===== src/rtl/dbf_pkg.sv =====
package dbf_pkg;

  localparam int          ADDR_W           = 16;
  localparam int          BYTE_W           = 8;

  // serial debug command codes as seen by this block
  typedef enum logic [1:0] {
    DBF_CMD_READ_BYTE  = 2'h0,
    DBF_CMD_WRITE_BYTE = 2'h1,
    DBF_CMD_READ_BREAKPOINT_CMD  = 2'h2,
    DBF_CMD_WRITE_BREAKPOINT_CMD = 2'h3
  } dbf_cmd_t;

  // breakpoint comparator state
  typedef enum logic [0:0] {
    DBF_IDLE       = 1'h0,
    DBF_FORCE_PEND = 1'h1
  } dbf_state_t;

  localparam logic [15:0] FORCE_RESET_ADDR = 16'h1800;
  localparam int          FORCE_RESET_BIT  = 0;
  localparam logic [7:0]  FORCE_RESET_READ = 8'h00;
  localparam logic [7:0]  FORCE_RESET_RST  = 8'h00;
  localparam logic [15:0] BKPT_RST         = 16'h0000;

endpackage


===== src/rtl/dbf_cmp_if.sv =====
`timescale 1ns/1ps
interface dbf_cmp_if;
  logic [15:0] bkpt_addr;
  logic        enable;
  logic        force_tag_select;
  logic [15:0] cpu_addr;
  logic        cpu_addr_valid;
  logic        opcode_fetch;
  logic        inst_boundary;
  logic        tag_reached;
  logic        bgnd_req;
  logic        opcode_tag;

  modport top (
    output bkpt_addr, enable, force_tag_select, cpu_addr, cpu_addr_valid,
    output opcode_fetch, inst_boundary, tag_reached,
    input  bgnd_req, opcode_tag
  );

  modport cmp (
    input  bkpt_addr, enable, force_tag_select, cpu_addr, cpu_addr_valid,
    input  opcode_fetch, inst_boundary, tag_reached,
    output bgnd_req, opcode_tag
  );
endinterface


===== src/rtl/dbf_top.sv =====
`timescale 1ns/1ps
module dbf_top (
  input  wire logic               clk_i,
  input  wire logic               arst_n_i,
  input  wire logic               dbg_cmd_valid_i,
  input  wire dbf_pkg::dbf_cmd_t  dbg_cmd_i,
  input  wire logic [15:0]        dbg_addr_i,
  input  wire logic [15:0]        dbg_wdata_i,
  output logic      [15:0]        dbg_rdata_o,
  output logic                    dbg_rdata_valid_o,
  input  wire logic               usr_wr_i,
  input  wire logic               usr_rd_i,
  input  wire logic [15:0]        usr_addr_i,
  input  wire logic [7:0]         usr_wdata_i,
  output logic      [7:0]         usr_rdata_o,
  output logic                    usr_rd_hit_o,
  input  wire logic               breakpoint_enable_i,
  input  wire logic               force_tag_select_i,
  input  wire logic [15:0]        cpu_addr_i,
  input  wire logic               cpu_addr_valid_i,
  input  wire logic               cpu_opcode_fetch_i,
  input  wire logic               cpu_inst_boundary_i,
  input  wire logic               cpu_tag_reached_i,
  output logic                    opcode_tag_o,
  output logic                    bgnd_req_o,
  output logic                    sys_reset_req_o
);
  import dbf_pkg::*;

  logic [15:0] bkpt_addr;
  logic [15:0] next_bkpt_addr;
  logic        rst_req;
  logic        next_rst_req;
  logic [15:0] rdata;
  logic [15:0] next_rdata;
  logic        rvalid;
  logic        next_rvalid;
  logic [7:0]  usr_rdata;
  logic [7:0]  next_usr_rdata;
  logic        usr_hit;
  logic        next_usr_hit;
  logic        dbg_fr_hit;
  logic        usr_fr_hit;

  dbf_cmp_if cmp_if ();

  // comparator takes its configuration from the status/control bits
  assign cmp_if.bkpt_addr      = bkpt_addr;
  assign cmp_if.enable         = breakpoint_enable_i;
  assign cmp_if.force_tag_select            = force_tag_select_i;
  assign cmp_if.cpu_addr       = cpu_addr_i;
  assign cmp_if.cpu_addr_valid = cpu_addr_valid_i;
  assign cmp_if.opcode_fetch   = cpu_opcode_fetch_i;
  assign cmp_if.inst_boundary  = cpu_inst_boundary_i;
  assign cmp_if.tag_reached    = cpu_tag_reached_i;

  dbf_bkpt_cmp u_cmp (
    .clk_i    (clk_i),
    .arst_n_i (arst_n_i),
    .cmp_if   (cmp_if)
  );

  always_comb begin
    dbg_fr_hit = (dbg_addr_i == FORCE_RESET_ADDR);
    usr_fr_hit = (usr_addr_i == FORCE_RESET_ADDR);

    // the user bus has no path into the breakpoint register at all
    next_bkpt_addr = bkpt_addr;
    if (dbg_cmd_valid_i && dbg_cmd_i == DBF_CMD_WRITE_BREAKPOINT_CMD) begin
      next_bkpt_addr = dbg_wdata_i;
    end

    // a pulse, not a stored bit: nothing remains to be read back
    next_rst_req = dbg_cmd_valid_i && dbg_cmd_i == DBF_CMD_WRITE_BYTE
                   && dbg_fr_hit && dbg_wdata_i[FORCE_RESET_BIT];

    next_rvalid = 1'b0;
    next_rdata  = rdata;
    if (dbg_cmd_valid_i && dbg_cmd_i == DBF_CMD_READ_BREAKPOINT_CMD) begin
      next_rvalid = 1'b1;
      next_rdata  = bkpt_addr;
    end else if (dbg_cmd_valid_i && dbg_cmd_i == DBF_CMD_READ_BYTE && dbg_fr_hit) begin
      next_rvalid = 1'b1;
      next_rdata  = {8'h00, FORCE_RESET_READ};
    end

    // user side: reads see zero, writes land nowhere
    next_usr_hit   = usr_rd_i && usr_fr_hit;
    next_usr_rdata = FORCE_RESET_READ;
  end

  always_ff @(posedge clk_i or negedge arst_n_i) begin
    if (!arst_n_i) begin
      bkpt_addr <= BKPT_RST;
      rst_req   <= 1'b0;
      rdata     <= BKPT_RST;
      rvalid    <= 1'b0;
      usr_rdata <= FORCE_RESET_RST;
      usr_hit   <= 1'b0;
    end else begin
      bkpt_addr <= next_bkpt_addr;
      rst_req   <= next_rst_req;
      rdata     <= next_rdata;
      rvalid    <= next_rvalid;
      usr_rdata <= next_usr_rdata;
      usr_hit   <= next_usr_hit;
    end
  end

  assign dbg_rdata_o       = rdata;
  assign dbg_rdata_valid_o = rvalid;
  assign usr_rdata_o       = usr_rdata;
  assign usr_rd_hit_o      = usr_hit;
  assign sys_reset_req_o   = rst_req;
  assign opcode_tag_o      = cmp_if.opcode_tag;
  assign bgnd_req_o        = cmp_if.bgnd_req;

  a_bkpt_write_loads: assert property (@(posedge clk_i) disable iff (!arst_n_i)
    (dbg_cmd_valid_i && dbg_cmd_i == DBF_CMD_WRITE_BREAKPOINT_CMD)
    |=> (cmp_if.bkpt_addr == $past(dbg_wdata_i)))
    else $error("breakpoint write did not load the match register");

  a_bkpt_user_blind: assert property (@(posedge clk_i) disable iff (!arst_n_i)
    !(dbg_cmd_valid_i && dbg_cmd_i == DBF_CMD_WRITE_BREAKPOINT_CMD)
    |=> $stable(cmp_if.bkpt_addr))
    else $error("breakpoint register changed without a serial write");

  a_rst_on_force_reset_bit: assert property (@(posedge clk_i) disable iff (!arst_n_i)
    (dbg_cmd_valid_i && dbg_cmd_i == DBF_CMD_WRITE_BYTE
     && dbg_addr_i == FORCE_RESET_ADDR && dbg_wdata_i[0])
    |=> sys_reset_req_o)
    else $error("force-reset write did not request a reset");

  a_no_rst_user: assert property (@(posedge clk_i) disable iff (!arst_n_i)
    (usr_wr_i && !dbg_cmd_valid_i) |=> !sys_reset_req_o)
    else $error("user write caused a reset request");

  a_rst_one_cycle: assert property (@(posedge clk_i) disable iff (!arst_n_i)
    (sys_reset_req_o && !dbg_cmd_valid_i) |=> !sys_reset_req_o)
    else $error("force-reset request held state");

  a_fr_read_zero: assert property (@(posedge clk_i) disable iff (!arst_n_i)
    (dbg_cmd_valid_i && dbg_cmd_i == DBF_CMD_READ_BYTE && dbg_addr_i == FORCE_RESET_ADDR)
    |=> (dbg_rdata_valid_o && dbg_rdata_o == 16'h0000))
    else $error("force-reset read returned nonzero");

  a_bkpt_read_back: assert property (@(posedge clk_i) disable iff (!arst_n_i)
    (dbg_cmd_valid_i && dbg_cmd_i == DBF_CMD_READ_BREAKPOINT_CMD)
    |=> (dbg_rdata_valid_o && dbg_rdata_o == $past(cmp_if.bkpt_addr)))
    else $error("breakpoint read returned wrong value");

  a_user_read_zero: assert property (@(posedge clk_i) disable iff (!arst_n_i)
    (usr_rd_i && usr_addr_i == FORCE_RESET_ADDR)
    |=> (usr_rd_hit_o && usr_rdata_o == 8'h00))
    else $error("user read of force-reset register not zero");

  // every answer pulse must trace back to the command that asked for it
  a_rvalid_cause: assert property (@(posedge clk_i) disable iff (!arst_n_i)
    dbg_rdata_valid_o |-> ($past(dbg_cmd_valid_i)
      && ($past(dbg_cmd_i) == DBF_CMD_READ_BREAKPOINT_CMD
          || ($past(dbg_cmd_i) == DBF_CMD_READ_BYTE
              && $past(dbg_addr_i) == FORCE_RESET_ADDR))))
    else $error("read data valid without a matching read command");

  a_rdata_holds: assert property (@(posedge clk_i) disable iff (!arst_n_i)
    !dbg_rdata_valid_o |-> $stable(dbg_rdata_o))
    else $error("read data changed without a read");

  a_rvalid_pulse: assert property (@(posedge clk_i) disable iff (!arst_n_i)
    (dbg_rdata_valid_o && !dbg_cmd_valid_i) |=> !dbg_rdata_valid_o)
    else $error("read data valid held longer than one cycle");

  a_rreq_cause: assert property (@(posedge clk_i) disable iff (!arst_n_i)
    sys_reset_req_o |-> ($past(dbg_cmd_valid_i) && $past(dbg_cmd_i) == DBF_CMD_WRITE_BYTE
      && $past(dbg_addr_i) == FORCE_RESET_ADDR && $past(dbg_wdata_i[FORCE_RESET_BIT])))
    else $error("reset request without a force-reset write");

  a_rst_bit_clear: assert property (@(posedge clk_i) disable iff (!arst_n_i)
    (dbg_cmd_valid_i && dbg_cmd_i == DBF_CMD_WRITE_BYTE
     && dbg_addr_i == FORCE_RESET_ADDR && !dbg_wdata_i[FORCE_RESET_BIT])
    |=> !sys_reset_req_o)
    else $error("force-reset write of zero requested a reset");

  // a user write must neither reset nor reach the breakpoint register
  a_user_write_inert: assert property (@(posedge clk_i) disable iff (!arst_n_i)
    (usr_wr_i && usr_addr_i == FORCE_RESET_ADDR && usr_wdata_i[FORCE_RESET_BIT]
     && !dbg_cmd_valid_i) |=> (!sys_reset_req_o && $stable(cmp_if.bkpt_addr)))
    else $error("user write to force-reset register took effect");

  a_user_hit_cause: assert property (@(posedge clk_i) disable iff (!arst_n_i)
    usr_rd_hit_o |-> ($past(usr_rd_i) && $past(usr_addr_i) == FORCE_RESET_ADDR))
    else $error("user read hit without a read of the force-reset address");

  a_user_data_zero: assert property (@(posedge clk_i) disable iff (!arst_n_i)
    usr_rdata_o == 8'h00)
    else $error("user read data not zero");

  a_byte_miss_quiet: assert property (@(posedge clk_i) disable iff (!arst_n_i)
    (dbg_cmd_valid_i && dbg_cmd_i == DBF_CMD_READ_BYTE && dbg_addr_i != FORCE_RESET_ADDR)
    |=> !dbg_rdata_valid_o)
    else $error("byte read of another address answered");

  a_bkpt_byte_blind: assert property (@(posedge clk_i) disable iff (!arst_n_i)
    (dbg_cmd_valid_i && dbg_cmd_i == DBF_CMD_WRITE_BYTE) |=> $stable(cmp_if.bkpt_addr))
    else $error("byte write reached the breakpoint register");

  a_tag_cfg_bits: assert property (@(posedge clk_i) disable iff (!arst_n_i)
    opcode_tag_o |-> (breakpoint_enable_i && !force_tag_select_i && cpu_opcode_fetch_i))
    else $error("opcode tag against the configuration bits");

  a_bgnd_needs_en: assert property (@(posedge clk_i) disable iff (!arst_n_i)
    bgnd_req_o |-> $past(breakpoint_enable_i))
    else $error("background request from a disabled breakpoint");
endmodule


===== src/rtl/dbf_bkpt_cmp.sv =====
`timescale 1ns/1ps
module dbf_bkpt_cmp (
  input  wire logic clk_i,
  input  wire logic arst_n_i,
  dbf_cmp_if.cmp    cmp_if
);
  import dbf_pkg::*;

  dbf_state_t state;
  dbf_state_t next_state;
  logic       bgnd_req;
  logic       next_bgnd_req;
  logic       addr_match;
  logic       force_match;
  logic       take;

  always_comb begin
    addr_match    = cmp_if.enable && cmp_if.cpu_addr_valid
                    && (cmp_if.cpu_addr == cmp_if.bkpt_addr);
    force_match   = addr_match && cmp_if.force_tag_select;
    take          = cmp_if.enable && cmp_if.inst_boundary
                    && (state == DBF_FORCE_PEND || force_match);
    next_state    = state;
    // disabling drops a pending force so a stale match never fires
    if (!cmp_if.enable || take) begin
      next_state = DBF_IDLE;
    end else if (force_match) begin
      next_state = DBF_FORCE_PEND;
    end
    next_bgnd_req = take || (cmp_if.enable && cmp_if.tag_reached);
  end

  always_ff @(posedge clk_i or negedge arst_n_i) begin
    if (!arst_n_i) begin
      state    <= DBF_IDLE;
      bgnd_req <= 1'b0;
    end else begin
      state    <= next_state;
      bgnd_req <= next_bgnd_req;
    end
  end

  // tag rides along with the fetch, so it cannot wait a cycle
  assign cmp_if.opcode_tag = addr_match && !cmp_if.force_tag_select && cmp_if.opcode_fetch;
  assign cmp_if.bgnd_req   = bgnd_req;

  a_force_at_boundary: assert property (@(posedge clk_i) disable iff (!arst_n_i)
    (cmp_if.enable && cmp_if.force_tag_select && cmp_if.cpu_addr_valid
     && cmp_if.cpu_addr == cmp_if.bkpt_addr && cmp_if.inst_boundary)
    |=> cmp_if.bgnd_req)
    else $error("forced breakpoint missed the instruction boundary");

  a_tag_on_match: assert property (@(posedge clk_i) disable iff (!arst_n_i)
    cmp_if.opcode_tag |-> (cmp_if.enable && !cmp_if.force_tag_select && cmp_if.opcode_fetch
                           && cmp_if.cpu_addr == cmp_if.bkpt_addr))
    else $error("opcode tagged without a tag-mode match");

  a_disabled_quiet: assert property (@(posedge clk_i) disable iff (!arst_n_i)
    (!cmp_if.enable && !$past(cmp_if.enable)) |-> (!cmp_if.bgnd_req && !cmp_if.opcode_tag))
    else $error("breakpoint acted while disabled");

  a_tag_exec_bgnd: assert property (@(posedge clk_i) disable iff (!arst_n_i)
    (cmp_if.enable && cmp_if.tag_reached) |=> cmp_if.bgnd_req)
    else $error("tagged opcode reached execution without background request");
endmodule


===== config.mk =====
export PLATFORM = sky130hd
export DESIGN_NAME = dbf_top
export DESIGN_NICKNAME = d
export VERILOG_FILES = /design/src/rtl/dbf_pkg.sv /design/src/rtl/dbf_cmp_if.sv /design/src/rtl/dbf_top.sv /design/src/rtl/dbf_bkpt_cmp.sv
export SDC_FILE = /design/constraint.sdc
export NUM_CORES = 1
export LEC_CHECK = 0
export ABC_AREA = 1
export BUFFER_PORTS_ARGS = -buffer_cell sky130_fd_sc_hd__buf_4
export CAP_MARGIN = 0
export CORE_MARGIN = 10
export CORE_UTILIZATION = 40
export DETAILED_ROUTE_END_ITERATION = 16
export GPL_ROUTABILITY_DRIVEN = 0
export PLACE_DENSITY = 0.72
export SLEW_MARGIN = 20
export SYNTH_ARGS = -nofsm -noshare
export SYNTH_HDL_FRONTEND = slang
export SYNTH_SLANG_ARGS = --single-unit

===== constraint.sdc =====
create_clock -name clk_i -period 2.05 [get_ports clk_i]
set_input_delay 0.205 -clock clk_i [delete_from_list [all_inputs] [get_ports clk_i]]
set_output_delay 0.205 -clock clk_i [all_outputs]
set_load 0.005 [all_outputs]

==> impl_metrics.ini, run 1 <==
[placed_design]
placed_area_sq_um = 2720
io_buffer_count = 96
dp_worst_setup_slack_ns = 0.557
place_hpwl_um = 4790

[clock_network]
cts_buffer_depth = 2
clockRootBuffer = clkbuf_8
clk_pin_slew_worst_paths_ns = 0.08
clock_latency_ns = 0.29
cts_made_buffers = 5
cts_max_level = 2
clkSinkCount = 37
cts_tree = yes

[power_and_ir_drop]
leakagePower_uw = 0.00157
peakVddDrop_mv = 0.433
total_power_uw = 1980
p_per_area_nw_per_um2 = 704

[floorplanning]
dieArea_sq_um = 8090
fp-row-count = 25
pin_count = 114
die_w_um = 89.9
die_h_um = 89.9
coreArea_sq_um = 4720
floorplan.initialDensity_pct = 41.4

[timing]
tightest_slew_ns = 0.527
finalCritPeriodShare_pct = 89.4
fin_crit_ns = 1.83
max_clock_freq_ghz = 0.546
setup-violations-final = 0
setup_slack_ns = 0.218
fin_skew_ns = 0.0100
rsz0062_at_grt = no
setup_tns_ns = 0
hold_viol = 0
slew_headroom_pct = 64.7
drv_slew = 0

[status]
status = finished clean

[critical_path]
worstPathRequired_ns = 1.85
slowest_stage = dfrtp_1
path_cells = inv_1 > nor2_1 > nor3_1 > nor3b_1 > nand4_1 > nor2_1 > buf_4
crit_top_cell = nor2_1
slowest_delay_ns = 0.39
worst_setup_path_start_kind = register
end_kind = primary output
cp.arrival_ns = 1.63
crit_type = reg2out
crit_fanout = 4

[drt]
viasPerCell = 4.52
wirelength_um = 5920
vias = 1930
antenna_left = 0
dr.pass1.iters = 4
drc = 0
wl_per_cell_um = 13.9
drt_iter0_markers = 85

[flow_run]
drv_cap = 0

[final_layout]
multi_input_area_sq_um = 778
syn_to_final_growth_pct = 44.0
fin_area_sq_um = 2820
fin_util_pct = 59.6
final_nets = 444
register_area_sq_um = 926
final.fill_count = 451
diodes = 0
drive_gt1_share_pct = 30.0

[synth]
synth_top_area_cell = dfrtp_1
netlist_area_sq_um = 1960
ys_warn_count = 0
ys_ff_latch = 37
ys_top_cells_by_area = dfrtp_1, nand2_1, inv_1
ys_seq_area_share_pct = 47.3
syn_avg_cell_area_sq_um = 7.55
synth.top_cell.area_share_pct = 47.3
synthDistinctLibCells = 21
synth_cells = 259

[grt]
grt_max_degree = 38
grt-ovfl-total = 0
antenna_found_initial = 0
groute.usage.overall_pct = 14.5
grt_pass1_wl_um = 9690
grt_pass1_vias = 2061

[hold_path]
holdCritPathClass = in2reg
timing repair:
action | 4_1_cts | 5_1_grt
setup endpoints to repair | 0 | 0
hold buffers | 1 | 0
setup buffers | 0 | 0
hold endpoints to repair | 37 | 0
resized for setup | 0 | 0
metrics by stage:
stage | hold WS, ns | cells
after global placement | 0.199 | 418
after floorplan | -0.0906 | 266
after detailed placement | 0.196 | 418
after CTS | 0.0514 | 427
after global routing | 0.0470 | 427
final | 0.0595 | 427
synth_stat cells:
cell,count
a21oi_1,18
buf_4,8
buf_6,1
clkbuf_1,4
conb_1,1
dfrtp_1,37
inv_1,51
nand2_1,54
nand3_1,5
nand3_2,1
nand3b_1,3
nand4_1,4
nor2_1,39
nor3_1,2
nor3b_1,3
nor4_1,4
o211ai_1,1
o21ai_0,2
o21ai_4,1
o22ai_1,16
xnor2_1,4
registers in the layout, indices dropped and copies added (netlist names):
name / count
bkpt_addr: 16
dbg_rdata_o: 16
dbg_rdata_valid_o: 1
sys_reset_req_o: 1
u_cmp.cmp_if.bgnd_req: 1
u_cmp.state: 1
usr_rd_hit_o: 1
layout by cell type, fill, tap and decap left out:
cell type / netlist / layout
nand2_1: 54 / 54
nand3_1: 5 / 5
o21ai_0: 2 / 2
nand4_1: 4 / 4
nand3_2: 1 / 1
nand3b_1: 3 / 3
nor2_1: 39 / 39
clkbuf_8: 0 / 5
nor3b_1: 3 / 3
o211ai_1: 1 / 1
inv_1: 51 / 51
xnor2_1: 4 / 4
nor3_1: 2 / 2
clkinvlp_4: 0 / 3
nor4_1: 4 / 4
a21oi_1: 18 / 18
dlygate4sd3_1: 0 / 1
conb_1: 1 / 8
dfrtp_1: 37 / 37
o22ai_1: 16 / 16
o21ai_4: 1 / 1
buf_4: 8 / 98
critical path, delay by kind of cell, from the launching register on:
kind	cells	cell delay, ns
and+or+nand+nor	5	0.72
DFF	1	0.39
buffers and inverters	2	0.24
path summary, 6_finish.rpt:
path,startpoint,to,slack (ns),depth (start not counted)
worst min register to register,u_cmp.state$_DFFE_PN0P_,u_cmp.state$_DFFE_PN0P_,0.52,2
worst min-delay path,usr_addr_i[2],usr_rd_hit_o$_DFF_PN0_,0.06,2
worst max-delay path,bkpt_addr[8]$_DFFE_PN0P_,opcode_tag_o,0.22,7
max in group asynchronous,arst_n_i,dbg_rdata_o[6]$_DFFE_PN0P_,1.30,2
min in group asynchronous,arst_n_i,bkpt_addr[3]$_DFFE_PN0P_,0.42,2
worst max register to register,bkpt_addr[14]$_DFFE_PN0P_,u_cmp.cmp_if.bgnd_req$_DFF_PN0_,0.86,7
cell families (layout without fill, tap and decap cells):
| group | after synthesis | count (layout) | share of synthesized area (%) |
|---|---|---|---|
| and+or+nand+nor | 115 | 115 | 25.0 |
| buffers and inverters | 64 | 158 | 14.2 |
| AOI/OAI and AO/OA | 38 | 38 | 11.5 |
| DFF | 37 | 37 | 47.3 |
| xor gates and xnor gates | 4 | 4 | 1.79 |
| other | 1 | 8 | 0.192 |
report_power, final:
group	leakage, uW	internal, uW	switching (uW)	total, uW
clock network	0.0000364	238	275	514
registers	0.000432	847	64.1	912
logic	0.00110	291	267	558
total	0.00157	1380	606	1980
cell type report:
cell class	count	share of cell area, %
sequential	37	32.9
multi-input combinational	165	27.6
timing repair buffer	99	26.5
inverter	51	6.80
tap	67	2.98
clock buffer	5	2.44
clock inverter	3	0.800
layer usage:
metal  GRT usage, %  wire length [um]  vias up
met5              0                 0        -
met4           3.18                43        0
met3           6.90               586        5
met2           24.8              2890       71
met1           15.9              2400      865
li1               -                 -      989
Note: power is estimated with default switching activity, not from simulation.
==> run 2, diff against run 1 <==
--- a/config.mk
+++ b/config.mk
@@ -10,9 +10,11 @@
 export CAP_MARGIN = 0
 export CORE_MARGIN = 10
 export CORE_UTILIZATION = 40
+export CTS_CLUSTER_SIZE = 25
 export DETAILED_ROUTE_END_ITERATION = 16
 export GPL_ROUTABILITY_DRIVEN = 0
 export PLACE_DENSITY = 0.72
+export REMOVE_ABC_BUFFERS = 1
 export SLEW_MARGIN = 20
 export SYNTH_ARGS = -nofsm -noshare
 export SYNTH_HDL_FRONTEND = slang
==> run 2 against run 1 <==
Clock skew shrank 0.0074 ns. Non-clock buffer count is the same. Clock power shrank 1%. Combinational power shrank 0.7%. Largest cell class unchanged.
==> impl_metrics.ini, run 2 (synthesis gave the netlist of run 1 again) <==
[drt]
antenna_left = 0
vias = 1908
dr.pass1.iters = 4
drt_iter0_markers = 47
viasPerCell = 4.48
wirelength_um = 5780
wl_per_cell_um = 13.6
drc = 0

[timing]
tightest_slew_ns = 0.549
slew_headroom_pct = 63.3
setup_tns_ns = 0
drv_slew = 0
fin_skew_ns = 0.00262
fin_crit_ns = 1.78
rsz0062_at_grt = no
hold_viol = 0
max_clock_freq_ghz = 0.561
setup-violations-final = 0
finalCritPeriodShare_pct = 87.0

[floorplanning]
floorplan.initialDensity_pct = 41.4
coreArea_sq_um = 4720
fp-row-count = 25
dieArea_sq_um = 8090
die_w_um = 89.9
die_h_um = 89.9
pin_count = 114

[final_layout]
diodes = 0
syn_to_final_growth_pct = 43.8
fin_util_pct = 59.5
drive_gt1_share_pct = 29.5
final_common_cell = buf_4
fin_area_sq_um = 2810
final_cell_mix = buf_4, nand2_1, inv_1
final_nets = 444

[critical_path]
worstPathRequired_ns = 1.85
crit_fanout = 4
r2r_slack_ns = 0.84
end_kind = primary output
worst_setup_path_start_kind = register
slowest_stage = dfrtp_1
crit_type = reg2out
slowest_delay_ns = 0.38
crit_family = simple AND/OR/NAND/NOR gates
crit_top_cell = nor2_1
path_cells = inv_1 > nor2_1 > nor3_1 > nor3b_1 > nand4_1 > nor2_1 > buf_4
path_buf_inv = 2
cp.arrival_ns = 1.58

[hold_path]
holdCritPathClass = in2reg

[placed_design]
place_hpwl_um = 4640
placed_area_sq_um = 2720
io_buffer_count = 96

[clock_network]
clkSinkCount = 37
clock_latency_ns = 0.29
clk_pin_slew_worst_paths_ns = 0.07
postCtsSetupBuffers = 0
cts_buffer_depth = 2
clockRootBuffer = clkbuf_8
cts_max_level = 2
cts_made_buffers = 5
cts_tree = yes

[grt]
met3_usage_pct = 6.90
grt_pass1_wl_um = 9540
use_met1_pct = 15.9
groute.usage.overall_pct = 14.3
gr-max-usage-layer = met2
grt-ovfl-total = 0
antenna_found_initial = 0
grt_max_degree = 38
grt_pass1_vias = 2063
use_met2_pct = 23.3

[flow_run]
drv_cap = 0

[power_and_ir_drop]
leakagePower_uw = 0.00157
p_per_area_nw_per_um2 = 703
peakVddDrop_mv = 0.384

[status]
status = finished clean
-- run 2: changes by cell type in the layout (fill, tap and decap cells not counted) --
cell and change:
clkbuf_1 +1, clkbuf_8 +1, clkinvlp_4 -3
-- run 2: repair_timing --
action                                  in CTS  in global routing
hold buffers                                 1                  0
endpoints found under the setup margin       0                  0
hold endpoints to repair                    37                  0
gates resized for setup                      0                  0
-- run 2: final cells by class --
cell class	count	area, sq um
timing repair buffer	99	746
fill	445	1910
clock buffer	7	86.3
tap	67	83.8
multi-input combinational	165	778
sequential	37	926
inverter	51	191
-- run 2: stage by stage --
step,hold slack (ns),worst slack (ns),total power [uW],std cells
after floorplan,-0.0906,0.820,1170,253
after global routing,0.0643,0.124,2110,426
after CTS,0.0553,0.228,2000,426
final,0.0630,0.266,1980,426
after global placement,0.197,0.590,1470,418
after detailed placement,0.200,0.557,1480,418
-- run 2: metal layers --
layer  share of wire, %  vias to the layer above
li1                   -                      991
met1                 42                      837
met2                 47                       72
met3                9.8                        8
met4                1.1                        0
met5                  0                        -
-- run 2: worst register-to-register path: stages, from the launching register on --
cell      delay (ns)
dfrtp_1         0.39
xnor2_1         0.25
nand3b_1        0.11
nor2_1          0.12
nand4_1         0.11
nand2_1         0.08
nand2_1         0.04
nand2_1         0.05
-- run 2: power by group --
part	internal [uW]	total [uW]	switching [uW]
Sequential	848	912	64.0
Combinational	291	554	263
Clock	267	509	243
-- run 2: final timing paths --
| check | from | to | cells past startpoint |
|---|---|---|---|
| worst max register to register | bkpt_addr[14]$_DFFE_PN0P_ | u_cmp.cmp_if.bgnd_req$_DFF_PN0_ | 7 |
| worst min-delay path | usr_addr_i[2] | usr_rd_hit_o$_DFF_PN0_ | 2 |
| max in group asynchronous | arst_n_i | bkpt_addr[10]$_DFFE_PN0P_ | 2 |
| min in group asynchronous | arst_n_i | dbg_rdata_o[3]$_DFFE_PN0P_ | 2 |
| worst min register to register | u_cmp.state$_DFFE_PN0P_ | u_cmp.state$_DFFE_PN0P_ | 2 |
| worst max-delay path | bkpt_addr[8]$_DFFE_PN0P_ | opcode_tag_o | 7 |
==> run 3, diff against run 2 <==
==> constraint.sdc (replaced) <==
create_clock -name clk_i -period 2.3 [get_ports clk_i]
set_input_delay 0.23 -clock clk_i [delete_from_list [all_inputs] [get_ports clk_i]]
set_output_delay 0.23 -clock clk_i [all_outputs]
set_load 0.005 [all_outputs]
==> run 3 against run 2 <==
Sequential cell count did not move. Count of clock-buffer cells in the layout unchanged. Cell area is the same. Register-to-register slack better by 0.19 ns. Setup slack improved by 0.23 ns. Routed wire length is essentially flat. Cell count is the same. Core utilization unchanged. Non-clock buffer count unchanged. Critical path depth did not move. Sequential share of layout area unchanged. Via count is 1.1% higher. Critical endpoint unchanged. Highest routed layer unchanged.
==> impl_metrics.ini, run 3 (synthesis gave the netlist of run 1 again) <==
[floorplanning]
pin_count = 114
floorplan.initialDensity_pct = 41.4
fp-row-count = 25
dieArea_sq_um = 8090
die_h_um = 89.9
coreArea_sq_um = 4720
die_w_um = 89.9

[critical_path]
r2r_slack_ns = 1.03
reg2reg_depth = 7
worstPathRequired_ns = 2.07
r2r-end = u_cmp.cmp_if.bgnd_req$_DFF_PN0_
path_buf_inv = 2
slowest_stage = dfrtp_1
slowest_delay_ns = 0.39
crit_family = simple AND/OR/NAND/NOR gates
worst_setup_path_start_kind = register
crit_top_cell = nor2_1
end_kind = primary output
reg2reg_from = bkpt_addr[6]$_DFFE_PN0P_
cp.arrival_ns = 1.57
path_cells = inv_1 > nor2_1 > nor3_1 > nor3b_1 > nand4_1 > nor2_1 > buf_4
crit_type = reg2out
cp.depth = 7
crit_fanout = 4

[power_and_ir_drop]
peakVddDrop_mv = 0.304
pwr-share-seq_pct = 46.0
p_per_area_nw_per_um2 = 629
leakagePower_uw = 0.00157
comb_power_share_pct = 27.9
p_clk_share_pct = 26.1
p_switching_uw = 516
cell_internal_pwr_uw = 1250
switching_share_pct = 29.2

[clock_network]
cts_buffer_depth = 2
clock_latency_ns = 0.29
cts_made_buffers = 5
cts_max_level = 2
ctsResizeCount = 0
cts_tree = yes
clkSinkCount = 37
clockRootBuffer = clkbuf_8
clk_pin_slew_worst_paths_ns = 0.07

[drt]
dr.pass1.iters = 4
drc = 0
wl_per_cell_um = 13.6
vias = 1929
wirelength_um = 5780
viasPerCell = 4.53
drt_iter0_markers = 90
antenna_left = 0

[flow_run]
drv_cap = 0

[placed_design]
place_hpwl_um = 4650
dp_worst_setup_slack_ns = 0.796
placed_area_sq_um = 2720
io_buffer_count = 96

[timing]
finalCritPeriodShare_pct = 78.4
fin_skew_ns = 0.00393
holdWs_ns = 0.0853
drv_slew = 0
rsz0062_at_grt = no
setup_tns_ns = 0
slew_headroom_pct = 64.0
setup-violations-final = 0
hold_viol = 0
setup_slack_ns = 0.498
tightest_slew_ns = 0.538
fin_crit_ns = 1.80
max_clock_freq_ghz = 0.555

[final_layout]
fin_area_sq_um = 2810
final_common_cell = buf_4
drive_gt1_share_pct = 29.5
syn_to_final_growth_pct = 43.8
final.fill_count = 448
final_nets = 444
diodes = 0
final_cell_mix = buf_4, nand2_1, inv_1

[grt]
use_met2_pct = 23.2
antenna_found_initial = 0
grt_pass1_wl_um = 9600
gr-max-usage-layer = met2
met3_usage_pct = 6.90
grt-ovfl-total = 0
grt_max_degree = 38
grt_pass1_vias = 2103
use_met1_pct = 15.7
groute.usage.overall_pct = 14.1

[hold_path]
holdCritPathClass = in2reg
min_from = usr_addr_i[5]
hold_depth = 2
holdPathEnd = usr_rd_hit_o$_DFF_PN0_

[status]
status = finished clean
[run 3: cell counts in the layout (fill, tap and decap cells not counted)]
No cell type changed its count.
[run 3: metrics by stage]
stage / total power (uW) / cells / utilization (%)
global route: 1880 / 426 / 59.5
detailed placement: 1320 / 418 / 57.5
global placement: 1310 / 418 / 57.5
floorplan: 1040 / 253 / -
finish: 1770 / 426 / 59.5
CTS: 1790 / 426 / 59.5
[run 3: how the worst max path moves through the flow]
stage / slack [ns] / end / start
4_1_cts: 0.49 / opcode_tag_o / bkpt_addr[8]$_DFFE_PN0P_
2_1_floorplan: 1.05 / opcode_tag_o / bkpt_addr[8]$_DFFE_PN0P_
3_5_place_dp: 0.80 / dbg_rdata_o[0]$_DFFE_PN0P_ / dbg_addr_i[15]
3_3_place_gp: 0.82 / opcode_tag_o / bkpt_addr[8]$_DFFE_PN0P_
6_report: 0.50 / opcode_tag_o / bkpt_addr[8]$_DFFE_PN0P_
5_1_grt: 0.42 / opcode_tag_o / bkpt_addr[8]$_DFFE_PN0P_
[run 3: layout make-up]
cell class,instances,area (sq um),share of cell area (%)
multi-input combinational,165,778,27.7
sequential,37,926,32.9
timing repair buffer,99,746,26.5
inverter,51,191,6.81
clock buffer,7,86.3,3.07
tap,67,83.8,2.98
[run 3: routing by layer]
layer	up-vias	part of all wire, %	wire (um)
met1	842	41	2390
met2	86	46	2660
li1	993	-	-
met5	-	0	0
met4	0	1.1	65
met3	8	12	668
[run 3: repair_timing]
item                      in CTS  in global routing
setup buffers                  0                  0
hold endpoints to repair      37                  0
hold buffers                   1                  0
[run 3: power by group through the flow]
stage          combinational (uW)  sequential (uW)  clock [uW]
2_1_floorplan                 222              822           0
3_3_place_gp                  488              819           0
3_5_place_dp                  498              823           0
4_1_cts                       501              814         470
5_1_grt                       560              826         497
6_report                      494              814         461
